### config.mk
export PLATFORM = sky130hd
export DESIGN_NAME = bpa_top
export DESIGN_NICKNAME = d
export VERILOG_FILES = /design/src/rtl/bpa_pkg.sv /design/src/rtl/bpa_fifo.sv /design/src/rtl/bpa_top.sv
export SDC_FILE = /design/constraint.sdc
export NUM_CORES = 1
export LEC_CHECK = 0
export ABC_AREA = 1
export BUFFER_PORTS_ARGS = -buffer_cell sky130_fd_sc_hd__clkbuf_2
export CORE_ASPECT_RATIO = 1.2
export CORE_UTILIZATION = 55
export CTS_CLUSTER_DIAMETER = 150
export DETAILED_ROUTE_END_ITERATION = 7
export GPL_ROUTABILITY_DRIVEN = 0
export PLACE_DENSITY = 0.69
export SYNTH_ARGS = -nofsm -noshare
export SYNTH_HDL_FRONTEND = slang
export SYNTH_SLANG_ARGS = --single-unit
export TNS_END_PERCENT = 5
### constraint.sdc
create_clock -name sys_clk -period 7.4 [get_ports sys_clk]
set_input_delay 1.11 -clock sys_clk [delete_from_list [all_inputs] [get_ports sys_clk]]
set_output_delay 1.11 -clock sys_clk [all_outputs]
set_load 0.1 [all_outputs]
### src/rtl/bpa_pkg.sv
// Package for the buffered PWM audio output block
package bpa_pkg;
	// Operating clock and target rates
	localparam int unsigned CLK_HZ = 100_000_000;
	localparam int unsigned SAMPLE_HZ = 11_025;
	localparam int unsigned PWM_HZ = 100_000;
	// Period counts derived from the rates (counter runs 0..N-1)
	localparam int unsigned SAMPLE_CYC = CLK_HZ / SAMPLE_HZ;
	localparam int unsigned PWM_CYC = CLK_HZ / PWM_HZ;
	localparam int unsigned CNT_W = 16;
	localparam logic [CNT_W-1:0] CNT_RST = 16'h0000;
	localparam logic [CNT_W-1:0] DUTY_RST = 16'h0000;
	localparam logic PIN_RST = 1'b1;
	// Duty word travelling through the FIFO
	typedef struct packed {
		logic [CNT_W-1:0] duty;
	} bpa_sample_t;
endpackage

### src/rtl/bpa_fifo.sv
// Parameterised valid/ready FIFO for duty words
module bpa_fifo #(
	parameter int WIDTH = 16,
	parameter int DEPTH = 16
) (
	input wire logic sys_clk,
	input wire logic nrst,
	input wire logic inValid,
	output logic inReady,
	input wire logic [WIDTH-1:0] inData,
	output logic outValid,
	input wire logic outReady,
	output logic [WIDTH-1:0] outData
);
	localparam int AW = $clog2(DEPTH);
	localparam logic [AW:0] DEPTH_N = (AW+1)'(DEPTH);
	// Elaboration guard: pointer wrap needs a power-of-two depth
	if (DEPTH < 2 || (1 << AW) != DEPTH)
	begin
		$error("FIFO depth must be a power of two of at least 2");
	end
	logic [WIDTH-1:0] mem [DEPTH];
	logic [AW:0] wrPtr_r;
	logic [AW:0] rdPtr_r;
	wire logic [AW:0] fill = wrPtr_r - rdPtr_r;
	wire logic doWr = inValid && inReady;
	wire logic doRd = outValid && outReady;
	assign inReady = fill != DEPTH_N;
	assign outValid = fill != '0;
	assign outData = mem[rdPtr_r[AW-1:0]];
	// Storage has no reset; only valid entries are ever read
	always_ff @(posedge sys_clk)
	begin
		if (doWr)
			mem[wrPtr_r[AW-1:0]] <= inData;
	end
	// Pointers with one extra bit to tell full from empty
	always_ff @(posedge sys_clk or negedge nrst)
	begin
		if (!nrst)
		begin
			wrPtr_r <= '0;
			rdPtr_r <= '0;
		end
		else
		begin
			wrPtr_r <= wrPtr_r + (AW+1)'(doWr);
			rdPtr_r <= rdPtr_r + (AW+1)'(doRd);
		end
	end
endmodule

### src/rtl/bpa_top.sv
// Buffered PWM audio output: sample timer, duty FIFO, PWM channel
// Contract
// RULE_01: Sample channel counts freely, period ends at its first compare match.
// RULE_02: Sample channel pulses a tick each period; software supplies next duty then.
// RULE_03: PWM period ends on period compare match, which also clears counter.
// RULE_04: Configurer keeps PWM period shorter than sample period.
// RULE_05: Output pin goes low when counter matches active duty compare. A match at PWM_TOP keeps the pin high, since period match wins.
// RULE_06: Output pin goes high on period compare match, starting each cycle.
// RULE_07: Active duty compare is loaded only through the duty buffer register.
// RULE_08: Buffer copies into active compare only when the counter clears.
// RULE_09: Both channels count on the same operating clock.
// RULE_10: Software converts signed samples to duty counts before writing.
// RULE_11: PWM channel raises no interrupt of its own.
// RULE_12: Software keeps duty between zero and the period count.
// Limitation: an empty FIFO at a tick repeats the previous duty; underrun flags it.
module bpa_top #(
	parameter int CNT_W = bpa_pkg::CNT_W,
	parameter int SAMPLE_CYC = bpa_pkg::SAMPLE_CYC,
	parameter int PWM_CYC = bpa_pkg::PWM_CYC,
	parameter int FIFO_DEPTH = 16
) (
	input wire logic sys_clk,
	input wire logic nrst,
	input wire logic dutyValid,
	output logic dutyReady,
	input wire bpa_pkg::bpa_sample_t dutyIn,
	output logic sampleTick,
	output logic pwmOut,
	output logic pwmOutEn,
	output logic underrun
);
	// Elaboration guard: fixed duty width, and a sample period longer than the PWM period
	if (CNT_W != bpa_pkg::CNT_W || PWM_CYC < 2 || SAMPLE_CYC <= PWM_CYC
		|| SAMPLE_CYC >= (1 << CNT_W))
	begin
		$error("Unsupported PWM or sample period setting");
	end
	localparam logic [CNT_W-1:0] SAMPLE_TOP = CNT_W'(SAMPLE_CYC - 1);
	localparam logic [CNT_W-1:0] PWM_TOP = CNT_W'(PWM_CYC - 1);

	// Sample-rate channel and PWM channel counters
	logic [CNT_W-1:0] sampleCnt_r;
	logic [CNT_W-1:0] channelUpCounter_r;
	logic [CNT_W-1:0] activeDutyCompare_r;
	logic [CNT_W-1:0] dutyBufferReg_r;
	logic bufFull_r;
	logic pwmOut_r;
	logic sampleTick_r;
	logic underrun_r;

	// Compare matches, all three counted on sys_clk
	wire logic sampleMatch = sampleCnt_r == SAMPLE_TOP; // see RULE_01 see RULE_09
	wire logic periodMatch = channelUpCounter_r == PWM_TOP; // see RULE_03
	wire logic dutyMatch = channelUpCounter_r == activeDutyCompare_r; // see RULE_05

	// Next values: each counter clears on its own match and otherwise steps by one
	wire logic [CNT_W-1:0] sampleCnt_nxt = sampleMatch ? bpa_pkg::CNT_RST
		: sampleCnt_r + 1'b1; // see RULE_01
	wire logic [CNT_W-1:0] channelUpCounter_nxt = periodMatch ? bpa_pkg::CNT_RST
		: channelUpCounter_r + 1'b1; // see RULE_03
	// Active compare reloads only at the counter clear, so duty never moves mid cycle
	wire logic [CNT_W-1:0] activeDutyCompare_nxt = periodMatch ? dutyBufferReg_r
		: activeDutyCompare_r; // see RULE_08
	// Period match wins so a duty of PWM_TOP still gives a high start
	wire logic pwmOut_nxt = periodMatch ? 1'b1 // see RULE_06
		: dutyMatch ? 1'b0 // see RULE_05
		: pwmOut_r;

	// FIFO feeds the buffer register one word per sample tick
	wire logic fifoValid;
	wire bpa_pkg::bpa_sample_t fifoData;
	wire logic fifoTake = sampleTick_r; // see RULE_02
	bpa_fifo #(
		.WIDTH($bits(bpa_pkg::bpa_sample_t)),
		.DEPTH(FIFO_DEPTH)
	) uFifo (
		.sys_clk(sys_clk),
		.nrst(nrst),
		.inValid(dutyValid),
		.inReady(dutyReady),
		.inData(dutyIn),
		.outValid(fifoValid),
		.outReady(fifoTake),
		.outData(fifoData)
	);

	// Sample channel: free count, clear on first compare match
	always_ff @(posedge sys_clk or negedge nrst)
	begin
		if (!nrst)
		begin
			sampleCnt_r <= bpa_pkg::CNT_RST;
			sampleTick_r <= 1'b0;
		end
		else
		begin
			sampleCnt_r <= sampleCnt_nxt; // see RULE_01
			sampleTick_r <= sampleMatch; // see RULE_02
		end
	end

	// Buffer register: only path into the active compare
	always_ff @(posedge sys_clk or negedge nrst)
	begin
		if (!nrst)
		begin
			dutyBufferReg_r <= bpa_pkg::DUTY_RST;
			underrun_r <= 1'b0;
		end
		else
		begin
			if (fifoTake && fifoValid)
				dutyBufferReg_r <= fifoData.duty; // see RULE_07
			// Empty FIFO at a tick keeps the old duty rather than glitching
			underrun_r <= fifoTake && !fifoValid;
		end
	end

	// PWM channel: clear on period match, transfer buffer at the clear
	always_ff @(posedge sys_clk or negedge nrst)
	begin
		if (!nrst)
		begin
			channelUpCounter_r <= bpa_pkg::CNT_RST;
			activeDutyCompare_r <= bpa_pkg::DUTY_RST;
			pwmOut_r <= bpa_pkg::PIN_RST;
		end
		else
		begin
			channelUpCounter_r <= channelUpCounter_nxt; // see RULE_03
			activeDutyCompare_r <= activeDutyCompare_nxt; // see RULE_08
			pwmOut_r <= pwmOut_nxt; // see RULE_05 see RULE_06
		end
	end

	// Registered outputs; the pin is driven at all times, so its enable is tied high
	assign sampleTick = sampleTick_r;
	assign pwmOut = pwmOut_r;
	assign pwmOutEn = 1'b1;
	assign underrun = underrun_r; // Status only; the PWM raises no interrupt, see RULE_11

	// Sample period is exact
	a_sample_period: assert property (@(posedge sys_clk) disable iff (!nrst) // see RULE_01
		sampleMatch |=> sampleCnt_r == bpa_pkg::CNT_RST)
		else $error("Sample counter did not clear on its match");
	a_tick_follows: assert property (@(posedge sys_clk) disable iff (!nrst) // see RULE_02
		sampleTick_r |-> $past(sampleCnt_r) == SAMPLE_TOP)
		else $error("Sample tick without a sample match");
	a_pwm_clear: assert property (@(posedge sys_clk) disable iff (!nrst) // see RULE_03
		periodMatch |=> channelUpCounter_r == bpa_pkg::CNT_RST)
		else $error("PWM counter did not clear on period match");
	a_pin_low: assert property (@(posedge sys_clk) disable iff (!nrst) // see RULE_05
		dutyMatch && !periodMatch |=> !pwmOut)
		else $error("Pin not low after duty match");
	a_pin_high: assert property (@(posedge sys_clk) disable iff (!nrst) // see RULE_06
		periodMatch |=> pwmOut)
		else $error("Pin not high after period match");
	a_active_stable: assert property (@(posedge sys_clk) disable iff (!nrst) // see RULE_08
		!$past(periodMatch) |-> $stable(activeDutyCompare_r))
		else $error("Active compare changed mid cycle");
	a_buffer_xfer: assert property (@(posedge sys_clk) disable iff (!nrst) // see RULE_07
		periodMatch |=> activeDutyCompare_r == $past(dutyBufferReg_r))
		else $error("Buffer not copied at counter clear");
	a_same_clock: assert property (@(posedge sys_clk) disable iff (!nrst) // see RULE_09
		!periodMatch && !sampleMatch |=>
		channelUpCounter_r == $past(channelUpCounter_r) + 1'b1
		&& sampleCnt_r == $past(sampleCnt_r) + 1'b1)
		else $error("Channels not counting together");

	// Helper for the assertions: cycles since the last tick, apart from the sample counter
	logic [CNT_W-1:0] tickGap_r;
	always_ff @(posedge sys_clk or negedge nrst)
	begin
		if (!nrst)
			tickGap_r <= bpa_pkg::CNT_RST;
		else
			tickGap_r <= sampleTick_r ? CNT_W'(1) : tickGap_r + 1'b1;
	end

	// Tick spacing measured independently of the sample counter
	a_tick_spacing: assert property (@(posedge sys_clk) disable iff (!nrst) // see RULE_01
		sampleTick_r |-> tickGap_r == CNT_W'(SAMPLE_CYC))
		else $error("Sample ticks not one sample period apart");
	a_tick_single: assert property (@(posedge sys_clk) disable iff (!nrst) // see RULE_02
		sampleTick_r |=> !sampleTick_r)
		else $error("Sample tick longer than one cycle");
	a_sample_range: assert property (@(posedge sys_clk) disable iff (!nrst) // see RULE_01
		sampleCnt_r <= SAMPLE_TOP)
		else $error("Sample counter beyond its compare value");
	a_pwm_range: assert property (@(posedge sys_clk) disable iff (!nrst) // see RULE_03
		channelUpCounter_r <= PWM_TOP)
		else $error("PWM counter beyond its period compare value");

	// Buffer moves only on a tick that finds a word; an empty FIFO keeps it
	a_buffer_load: assert property (@(posedge sys_clk) disable iff (!nrst) // see RULE_07
		$changed(dutyBufferReg_r) |-> $past(fifoTake && fifoValid))
		else $error("Buffer register changed without a popped word");
	a_fifo_pop: assert property (@(posedge sys_clk) disable iff (!nrst) // see RULE_02
		fifoTake && fifoValid |=> dutyBufferReg_r == $past(fifoData.duty))
		else $error("Popped word did not reach the buffer register");
	a_underrun_keep: assert property (@(posedge sys_clk) disable iff (!nrst) // see RULE_07
		fifoTake && !fifoValid |=> $stable(dutyBufferReg_r) && underrun_r)
		else $error("Empty FIFO at a tick not flagged or duty lost");
	a_underrun_cause: assert property (@(posedge sys_clk) disable iff (!nrst) // see RULE_02
		underrun_r |-> $past(fifoTake) && !$past(fifoValid))
		else $error("Underrun flagged without an empty tick");

	// Pin edges only at the two compare matches, and levels hold in between
	a_pin_fall: assert property (@(posedge sys_clk) disable iff (!nrst) // see RULE_05
		$fell(pwmOut) |-> $past(dutyMatch) && !$past(periodMatch))
		else $error("Pin fell without a duty match");
	a_pin_rise: assert property (@(posedge sys_clk) disable iff (!nrst) // see RULE_06
		$rose(pwmOut) |-> $past(periodMatch))
		else $error("Pin rose without a period match");
	a_low_hold: assert property (@(posedge sys_clk) disable iff (!nrst) // see RULE_06
		!pwmOut && !periodMatch |=> !pwmOut)
		else $error("Pin rose before the cycle end");
	a_high_hold: assert property (@(posedge sys_clk) disable iff (!nrst) // see RULE_05
		pwmOut && !dutyMatch |=> pwmOut)
		else $error("Pin fell before the duty match");
	a_full_duty: assert property (@(posedge sys_clk) disable iff (!nrst) // see RULE_06
		periodMatch && dutyBufferReg_r >= PWM_TOP |=> pwmOut ##1 pwmOut)
		else $error("Full duty did not keep the pin high");
endmodule

==> metrics.md, run 1 <==
| Metric | Value |
|---|---|
| CP Capture Type | primary output |
| Routed wire length | 34.6 mm |
| Arr. time, crit path | 3.57 ns |
| Antenna violations before repair | 0 |
| Top-area cell type share of the netlist area | 50.8% |
| Commonest cells post-synth | nand2_1 (524), inv_1 (304), edfxtp_1 (256) |
| Hold WC Path Type | in -> async |
| Maximum fanout along the worst path | 21 |
| DRC violations left | 0 |
| Diode count | 0 |
| H-Tree Level Count | 2 |
| Avg WL per Cell | 17.5 µm |
| Ys async rst share | 23.1% |
| Hold Violations, Final | 0 |
| Setup bufs post-CTS | 0 |
| Area grow syn2layout | 9.89% |
| Chip Height | 184 µm |
| Total Power | 4.36 mW |
| Slew @ Worst Pin | 1.14 ns |
| Final critical-path share of the clock period | 63.3% |
| Final setup TNS | 0 ns |
| Dominant cells by area after synthesis | edfxtp_1 (51%), nand2_1 (13%), dfrtp_1 (13%), inv_1 (7.5%), nand3_1 (6.5%) |
| Setup violators final | 0 |
| EDFF count, synth | 256 |
| Hold_ws | 0.419 ns |
| Die area | 28200 µm² |
| Worst skew pair latency | 0.51 ns |
| TritonCTS Sinks | 333 |
| Avg Inst Size Synth | 9.54 µm² |
| Fin. max-slew vios | 0 |
| Sequential area share after synthesis | 63.5% |
| CP required | 6.29 ns |
| Vias | 10300 |
| Reg2reg end | uFifo.mem[3][10] |
| Hold buffers post-CTS | 0 |
| R2r setup slk | 3.60 ns |
| Max Root-Sink Buffers | 3 |
| Worst reg2reg path startpoint | uFifo.rdPtr_r[2] |
| # nets final | 1638 |
| Synth area leader | edfxtp_1 |
| Io pins | 24 |
| Grt ovf | 0 |
| Critical path's slowest cell | dfrtp_1 |
| Starting Density | 55.9% |
| Vias in the first global route | 10100 |
| Final std cells w/o fill | 1973 |
| Flops & latches, synth | 333 |
| Largest stage delay on the critical path | 0.85 ns |
| Status | finished, final reports clean |
| Clk_skew | 0.0181 ns |
| TritonCTS clock tree | yes |
| Detailed placement HPWL | 22.1 mm |
| Relative slew slack | 23.7% |
| Post-CTS sizing | 0 |
| DR pass1 iterations | 6 |
| Vias per cell | 5.24 |
| Die X | 153 µm |
| GRT Overall Usage | 25.5% |
| Ys Warns | 0 |
| P_leak | 7.69 nW |
| Drt first-iter violations | 1047 |
| Core ar. | 27100 µm² |
| Most frequent cell after synthesis | nand2_1 |
| Power per cell area | 262 nW/µm² |
| Placed Cells | 1911 |
| CTS Buf Count | 35 |
| Top_reg_cell synth | edfxtp_1 |
| ANT nets after route | 0 |
| Startpoint types | flop |
| WP buf/inv | 2 |
| Crit path kind | reg -> out |
| Max VDD drop | 0.227 mV |
| Clock tree root buffer cell | clkbuf_16 |
| Site Rows | 66 |
| Largest net degree at the start of global routing | 97 |
| First-pass GRT wire length | 54.4 mm |
| Top delay family on crit path | buffers and inverters |
| Mapped Cells | 1587 |
| Critical path cell sequence | clkinv_1, ha_1, or2_1, nand2_1, nand2_1, nand2_2, nor2_4, nand2_2, clkbuf_2 |
| Clk slew on worst S/H paths | 0.06 ns |
| RSZ-0062 raised after global routing | no |
| Synthesized area | 15100 µm² |
| Max frequency | 214 MHz |
| Max cap viols | 0 |
| Reg2Reg Depth | 10 |
| Port Buf Inserts | 22 |
| Post-synthesis cell type count | 37 |
| Synthesized net count | 1617 |
| Share of layout cells above drive strength 1 | 7.53% |
| Fin crit period | 4.68 ns |
[metal layers]
metal / global-route usage [%] / vias up / part of all wire [%]
li1: - / 5018 / -
met1: 32.9 / 4887 / 41
met2: 44.1 / 358 / 50
met3: 3.87 / 80 / 6.4
met4: 9.00 / 0 / 3.2
met5: 0 / - / 0
[sequential cells by signal, indices dropped and copies added, names as in the netlist]
register             flops
underrun                 1
channelUpCounter_r      16
sampleCnt_r             16
sampleTick               1
activeDutyCompare_r     16
dutyBufferReg_r         16
uFifo.rdPtr_r            5
pwmOut                   1
uFifo.wrPtr_r            5
uFifo.mem              256
[worst max path at each step]
stage | end | slack, ns | cells after the start | start
after floorplan | uFifo.mem[11][0] | 3.94 | 13 | uFifo.rdPtr_r[2]
after global routing | dutyReady | 2.47 | 11 | uFifo.rdPtr_r[2]
final | dutyReady | 2.72 | 9 | uFifo.rdPtr_r[2]
after CTS | dutyReady | 2.73 | 9 | uFifo.rdPtr_r[2]
after global placement | dutyReady | 3.34 | 9 | uFifo.rdPtr_r[2]
after detailed placement | dutyReady | 3.27 | 9 | uFifo.rdPtr_r[2]
[power breakdown]
| part | switching (mW) | internal, mW | total (mW) |
|---|---|---|---|
| Combinational | 0.330 | 0.114 | 0.444 |
| Clock | 0.690 | 0.997 | 1.69 |
| Sequential | 0.0481 | 2.18 | 2.23 |
| Total | 1.07 | 3.29 | 4.36 |
[cell families (layout without fill, tap and decap cells)]
logic type               count (synthesis)  after routing  share of synthesized area [%]
buffers and inverters                  368            414                           9.77
adder cells (fa/ha/maj)                 11             11                          0.909
XOR/XNOR                                38             38                           2.20
AO/OA/AOI/OAI                           14             14                          0.496
flip-flops                             333            333                           63.5
other                                    1              1                         0.0248
AND/OR/NAND/NOR                        822            822                           23.1
[through the flow]
stage                     area [µm²]  setup slack, ns  util [%]
after floorplan                15100             3.94         -
after global placement         15500             3.34      57.3
after detailed placement       15500             3.27      57.3
after CTS                      16600             2.73      61.4
after global routing           16600             2.47      61.4
final                          16600             2.72      61.4
[area by class of cell]
type / instances / area, µm²
multi-input cells: 886 / 4050
repair buffers: 43 / 270
fillers: 2307 / 10400
clock buffers: 48 / 1020
flip-flops and latches: 333 / 9620
inverters: 309 / 1160
clock inverters: 14 / 92.6
well taps: 340 / 425
[cell usage in the layout, fill, tap and decap left out, types with 11 or more instances in the layout]
cell,instances
ha_1,11
dfrtp_1,74
nand3_1,197
nand4_1,15
clkbuf_2,21
inv_1,302
clkbuf_16,38
nand2_1,524
nor2_1,48
xor2_1,16
edfxtp_1,256
xnor2_1,22
buf_4,22
Note: power is estimated with default switching activity, not from simulation.
==> run 2: changes to the inputs <==
- clock period: 7.4 -> 4.46 ns (I/O delays scaled with it)
==> metrics.md, run 2 (synthesis gave the netlist of run 1 again) <==
| Metric | Value |
|---|---|
| Grt ovf | 0 |
| Clock share of power | 38.9% |
| Vias per cell | 5.19 |
| Site Rows | 66 |
| Layout filler cell count | 2280 |
| Share of layout cells above drive strength 1 | 7.44% |
| Antenna violations before repair | 0 |
| Reg2Reg Depth | 12 |
| DRC violations left | 0 |
| Placed Cells | 1914 |
| Register share of total power | 51.3% |
| Net Sw Power | 1.77 mW |
| Max Root-Sink Buffers | 3 |
| Io pins | 24 |
| GRT Overall Usage | 25.0% |
| Vias in the first global route | 10000 |
| # nets final | 1642 |
| Routed wire length | 33.8 mm |
| First-pass GRT wire length | 53.7 mm |
| Detailed placement HPWL | 21.4 mm |
| Arr. time, crit path | 2.85 ns |
| Largest stage delay on the critical path | 0.46 ns |
| Area grow syn2layout | 9.96% |
| Crit path kind | reg -> out |
| Setup violators final | 0 |
| WP buf/inv | 4 |
| Post-place instance area | 15600 µm² |
| Avg WL per Cell | 17.1 µm |
| ANT nets after route | 0 |
| Diode count | 0 |
| Fin. max-slew vios | 0 |
| Worst reg2reg path startpoint | uFifo.rdPtr_r[2] |
| Chip Height | 184 µm |
| Max frequency | 284 MHz |
| Switching Share | 24.6% |
| CP Capture Type | primary output |
| Port Buf Inserts | 22 |
| Largest net degree at the start of global routing | 78 |
| Most common cell after layout, fill and taps aside | nand2_1 |
| Post-CTS sizing | 0 |
| Vias | 10300 |
| Hold Violations, Final | 0 |
| Final std cells w/o fill | 1980 |
| Most frequent cells in the layout | nand2_1 (524), inv_1 (302), edfxtp_1 (256), nand3_1 (197), dfrtp_1 (74) |
| H-Tree Level Count | 2 |
| Die area | 28200 µm² |
| Critical path cell sequence | buf_4, clkinv_1, buf_4, ha_1, or2_1, nand2_1, nand2_1, nand2_2, nor2_4, nand2_2, clkbuf_2 |
| R2r setup slk | 1.38 ns |
| Slew @ Worst Pin | 1.28 ns |
| Max VDD drop | 0.368 mV |
| Clk_skew | 0.0219 ns |
| Die X | 153 µm |
| Clk slew on worst S/H paths | 0.06 ns |
| Relative slew slack | 14.5% |
| Final critical-path share of the clock period | 79.0% |
| Power per cell area | 433 nW/µm² |
| TritonCTS clock tree | yes |
| RSZ-0062 raised after global routing | no |
| CTS Buf Count | 36 |
| Starting Density | 55.9% |
| P_leak | 7.68 nW |
| Clock tree root buffer cell | clkbuf_16 |
| Worst skew pair latency | 0.53 ns |
| Top delay family on crit path | buffers and inverters |
| Finished Cell Area | 16700 µm² |
| Hold buffers post-CTS | 0 |
| P_int | 5.43 mW |
| Fin crit period | 3.52 ns |
| Reg2reg end | uFifo.mem[15][14] |
| Hold_ws | 0.219 ns |
| Combinational Power Share | 9.8% |
| Max cap viols | 0 |
| Startpoint types | flop |
| Maximum fanout along the worst path | 21 |
| Setup bufs post-CTS | 0 |
| Final setup TNS | 0 ns |
| DR pass1 iterations | 6 |
| Status | finished, final reports clean |
| Critical path's slowest cell | clkbuf_2 |
| Max FFs per register | 256 |
| TritonCTS Sinks | 333 |
| Core ar. | 27100 µm² |
| CP required | 3.79 ns |
| Hold WC Path Type | in -> async |
| Drt first-iter violations | 923 |
-- run 2: worst max path at each step --
stage                          start               end  slack [ns]  cells after the start
finish              uFifo.rdPtr_r[2]         dutyReady        0.94                     11
global route        uFifo.rdPtr_r[2]         dutyReady        0.86                     11
floorplan           uFifo.rdPtr_r[2]  uFifo.mem[11][0]        1.00                     13
global placement    uFifo.rdPtr_r[2]  uFifo.mem[15][0]        1.45                     12
detailed placement  uFifo.rdPtr_r[2]   uFifo.mem[3][0]        1.36                     12
CTS                 uFifo.rdPtr_r[2]         dutyReady        0.93                     11
-- run 2: final cells by class --
class	count	area, µm²	share of cell area [%]
Clock buffer	51	998	6.00
Sequential cell	333	9620	57.8
Clock inverter	15	101	0.609
Tap cell	340	425	2.55
Multi-Input combinational cell	886	4050	24.3
Inverter	309	1160	6.97
Timing Repair Buffer	46	293	1.76
-- run 2: layer usage --
metal	part of all wire (%)	track usage, %
met1	43	33.5
met2	49	41.9
met3	5.5	2.97
met4	3.3	9.60
met5	0	0
-- run 2: power by group through the flow --
stage | clock [mW] | sequential, mW | combinational [mW]
global placement | 0 | 3.75 | 0.699
floorplan | 0 | 3.75 | 0.476
detailed placement | 0 | 3.76 | 0.706
CTS | 2.85 | 3.70 | 0.712
finish | 2.80 | 3.70 | 0.705
global route | 2.97 | 3.72 | 0.794
-- run 2: metrics by stage --
| stage | util, % | total power [mW] | setup slack [ns] |
|---|---|---|---|
| 2_1_floorplan | - | 4.22 | 1.00 |
| 5_1_grt | 61.5 | 7.48 | 0.864 |
| 3_5_place_dp | 57.4 | 4.47 | 1.36 |
| 3_3_place_gp | 57.4 | 4.45 | 1.45 |
| 6_report | 61.5 | 7.21 | 0.938 |
| 4_1_cts | 61.5 | 7.26 | 0.926 |
==> run 3: changes to the inputs <==
- clock period: 4.46 -> 3.5 ns (I/O delays scaled with it)
==> metrics.md, run 3 (synthesis gave the netlist of run 1 again) <==
| Metric | Value |
|---|---|
| Status | finished, final reports clean |
| Final setup TNS | 0 ns |
| Antenna violations before repair | 1 |
| R2r setup slk | 0.79 ns |
| Max FFs per register | 256 |
| DRC violations left | 0 |
| Starting Density | 55.9% |
| DR pass1 iterations | 5 |
| Hold buffers post-CTS | 0 |
| Place WS | 0.781 ns |
| ANT nets after route | 0 |
| Io pins | 24 |
| Diode count | 0 |
| Setup violators final | 0 |
| CP Capture Type | primary output |
| Most common cell after layout, fill and taps aside | nand2_1 |
| Worst Setup Slack, final | 0.639 ns |
| Chip Height | 184 µm |
| Site Rows | 66 |
| Drt first-iter violations | 978 |
| H-Tree Level Count | 2 |
| Crit path kind | reg -> out |
| Post-CTS sizing | 0 |
| Relative slew slack | 34.0% |
| Most frequent cells in the layout | nand2_1 (524), inv_1 (302), edfxtp_1 (256), nand3_1 (197), dfrtp_1 (74) |
| Core ar. | 27100 µm² |
| Routed wire length | 34.5 mm |
| Finished Cell Area | 16700 µm² |
| Die area | 28200 µm² |
| Final critical-path share of the clock period | 81.7% |
| Detailed placement HPWL | 21.8 mm |
| Max frequency | 350 MHz |
| Worst reg2reg path startpoint | uFifo.rdPtr_r[2] |
| Avg WL per Cell | 17.5 µm |
| Reg2Reg Depth | 11 |
| Hold WC Path Type | in -> async |
| Largest stage delay on the critical path | 0.35 ns |
| Worst skew pair latency | 0.52 ns |
| Area grow syn2layout | 10.4% |
| Vias per cell | 5.19 |
| Max VDD drop | 0.482 mV |
| Post-place instance area | 15600 µm² |
| GRT Overall Usage | 25.4% |
| Vias in the first global route | 9895 |
| TritonCTS clock tree | yes |
| CP required | 2.97 ns |
| Setup bufs post-CTS | 0 |
| Die X | 153 µm |
| Fin crit period | 2.86 ns |
| P_leak | 7.72 nW |
| Vias | 10300 |
| Reg2reg end | uFifo.mem[15][11] |
| Layout filler cell count | 2300 |
| Largest net degree at the start of global routing | 79 |
| Critical path's slowest cell | dfrtp_1 |
| Maximum fanout along the worst path | 17 |
| Arr. time, crit path | 2.34 ns |
| Critical path cell sequence | clkinv_1, buf_4, ha_1, or2_1, nand3b_1, nand2_2, nor2_4, nand2_2, buf_12 |
| Power per cell area | 555 nW/µm² |
| Most used cell, CP | nand2_2 |
| Startpoint types | flop |
| RSZ-0062 raised after global routing | no |
| First-pass GRT wire length | 54.1 mm |
| Port Buf Inserts | 22 |
| Hold_ws | 0.152 ns |
| Final std cells w/o fill | 1978 |
| CTS Buf Count | 35 |
| Fin. max-slew vios | 0 |
| Hold Violations, Final | 0 |
| Max cap viols | 0 |
| Placed Cells | 1916 |
| Clock tree root buffer cell | clkbuf_16 |
| Clk slew on worst S/H paths | 0.06 ns |
| Grt ovf | 0 |
| Share of layout cells above drive strength 1 | 7.51% |
| Max Root-Sink Buffers | 3 |
| Slew @ Worst Pin | 0.986 ns |
| Clk_skew | 0.0247 ns |
| TritonCTS Sinks | 333 |
| # nets final | 1643 |
==> run 3: changes by cell type in the layout (fill, tap and decap cells not counted) <==
cell	delta
buf_12	+2
buf_4	+1
bufinv_16	+3
clkbuf_1	-3
clkbuf_16	-2
clkbuf_2	-1
clkinv_2	-1
clkinvlp_4	-1
==> run 3: layout make-up <==
cell class,instances,area (µm²),share of cell area [%]
clock buffers,46,937,5.61
clock inverters,16,179,1.07
inverters,309,1160,6.95
multi-input cells,886,4050,24.3
flip-flops and latches,333,9620,57.6
well taps,340,425,2.55
repair buffers,48,335,2.01
==> run 3: routing by layer <==
layer	global-route usage, %	wire, µm
met3	3.06	2040
met1	33.4	14400
met5	0	0
met2	43.7	17000
met4	8.76	1080
==> run 3: worst max-delay path: cells and delay by family, from the launching register on <==
| family | cells | cell delay (ns) |
|---|---|---|
| simple gates | 5 | 0.71 |
| fa+ha+maj | 1 | 0.35 |
| buf+inv | 3 | 0.43 |
| flops | 1 | 0.35 |
==> run 3: stage by stage <==
stage               utilization, %  power [mW]
global route                  61.7        9.61
CTS                           61.7        9.36
detailed placement            57.6        5.72
global placement              57.6        5.69
floorplan                        -        5.38
finish                        61.7        9.28
==> run 3: worst max-delay path by stage <==
stage	start	endpoint	slack (ns)	cells after the start
global placement	uFifo.rdPtr_r[2]	uFifo.mem[15][8]	0.81	11
floorplan	uFifo.rdPtr_r[2]	uFifo.mem[11][0]	0.04	13
global route	uFifo.rdPtr_r[2]	dutyReady	0.52	9
detailed placement	uFifo.rdPtr_r[2]	uFifo.mem[15][11]	0.78	11
finish	uFifo.rdPtr_r[2]	dutyReady	0.64	9
CTS	uFifo.rdPtr_r[2]	dutyReady	0.63	9
==> run 3: power by group <==
group	total (mW)	leakage, nW	internal [mW]	switching [mW]
clock	3.64	0.545	2.18	1.46
combinational	0.924	3.83	0.252	0.672
sequential	4.72	3.34	4.62	0.100
total	9.28	7.72	7.05	2.23
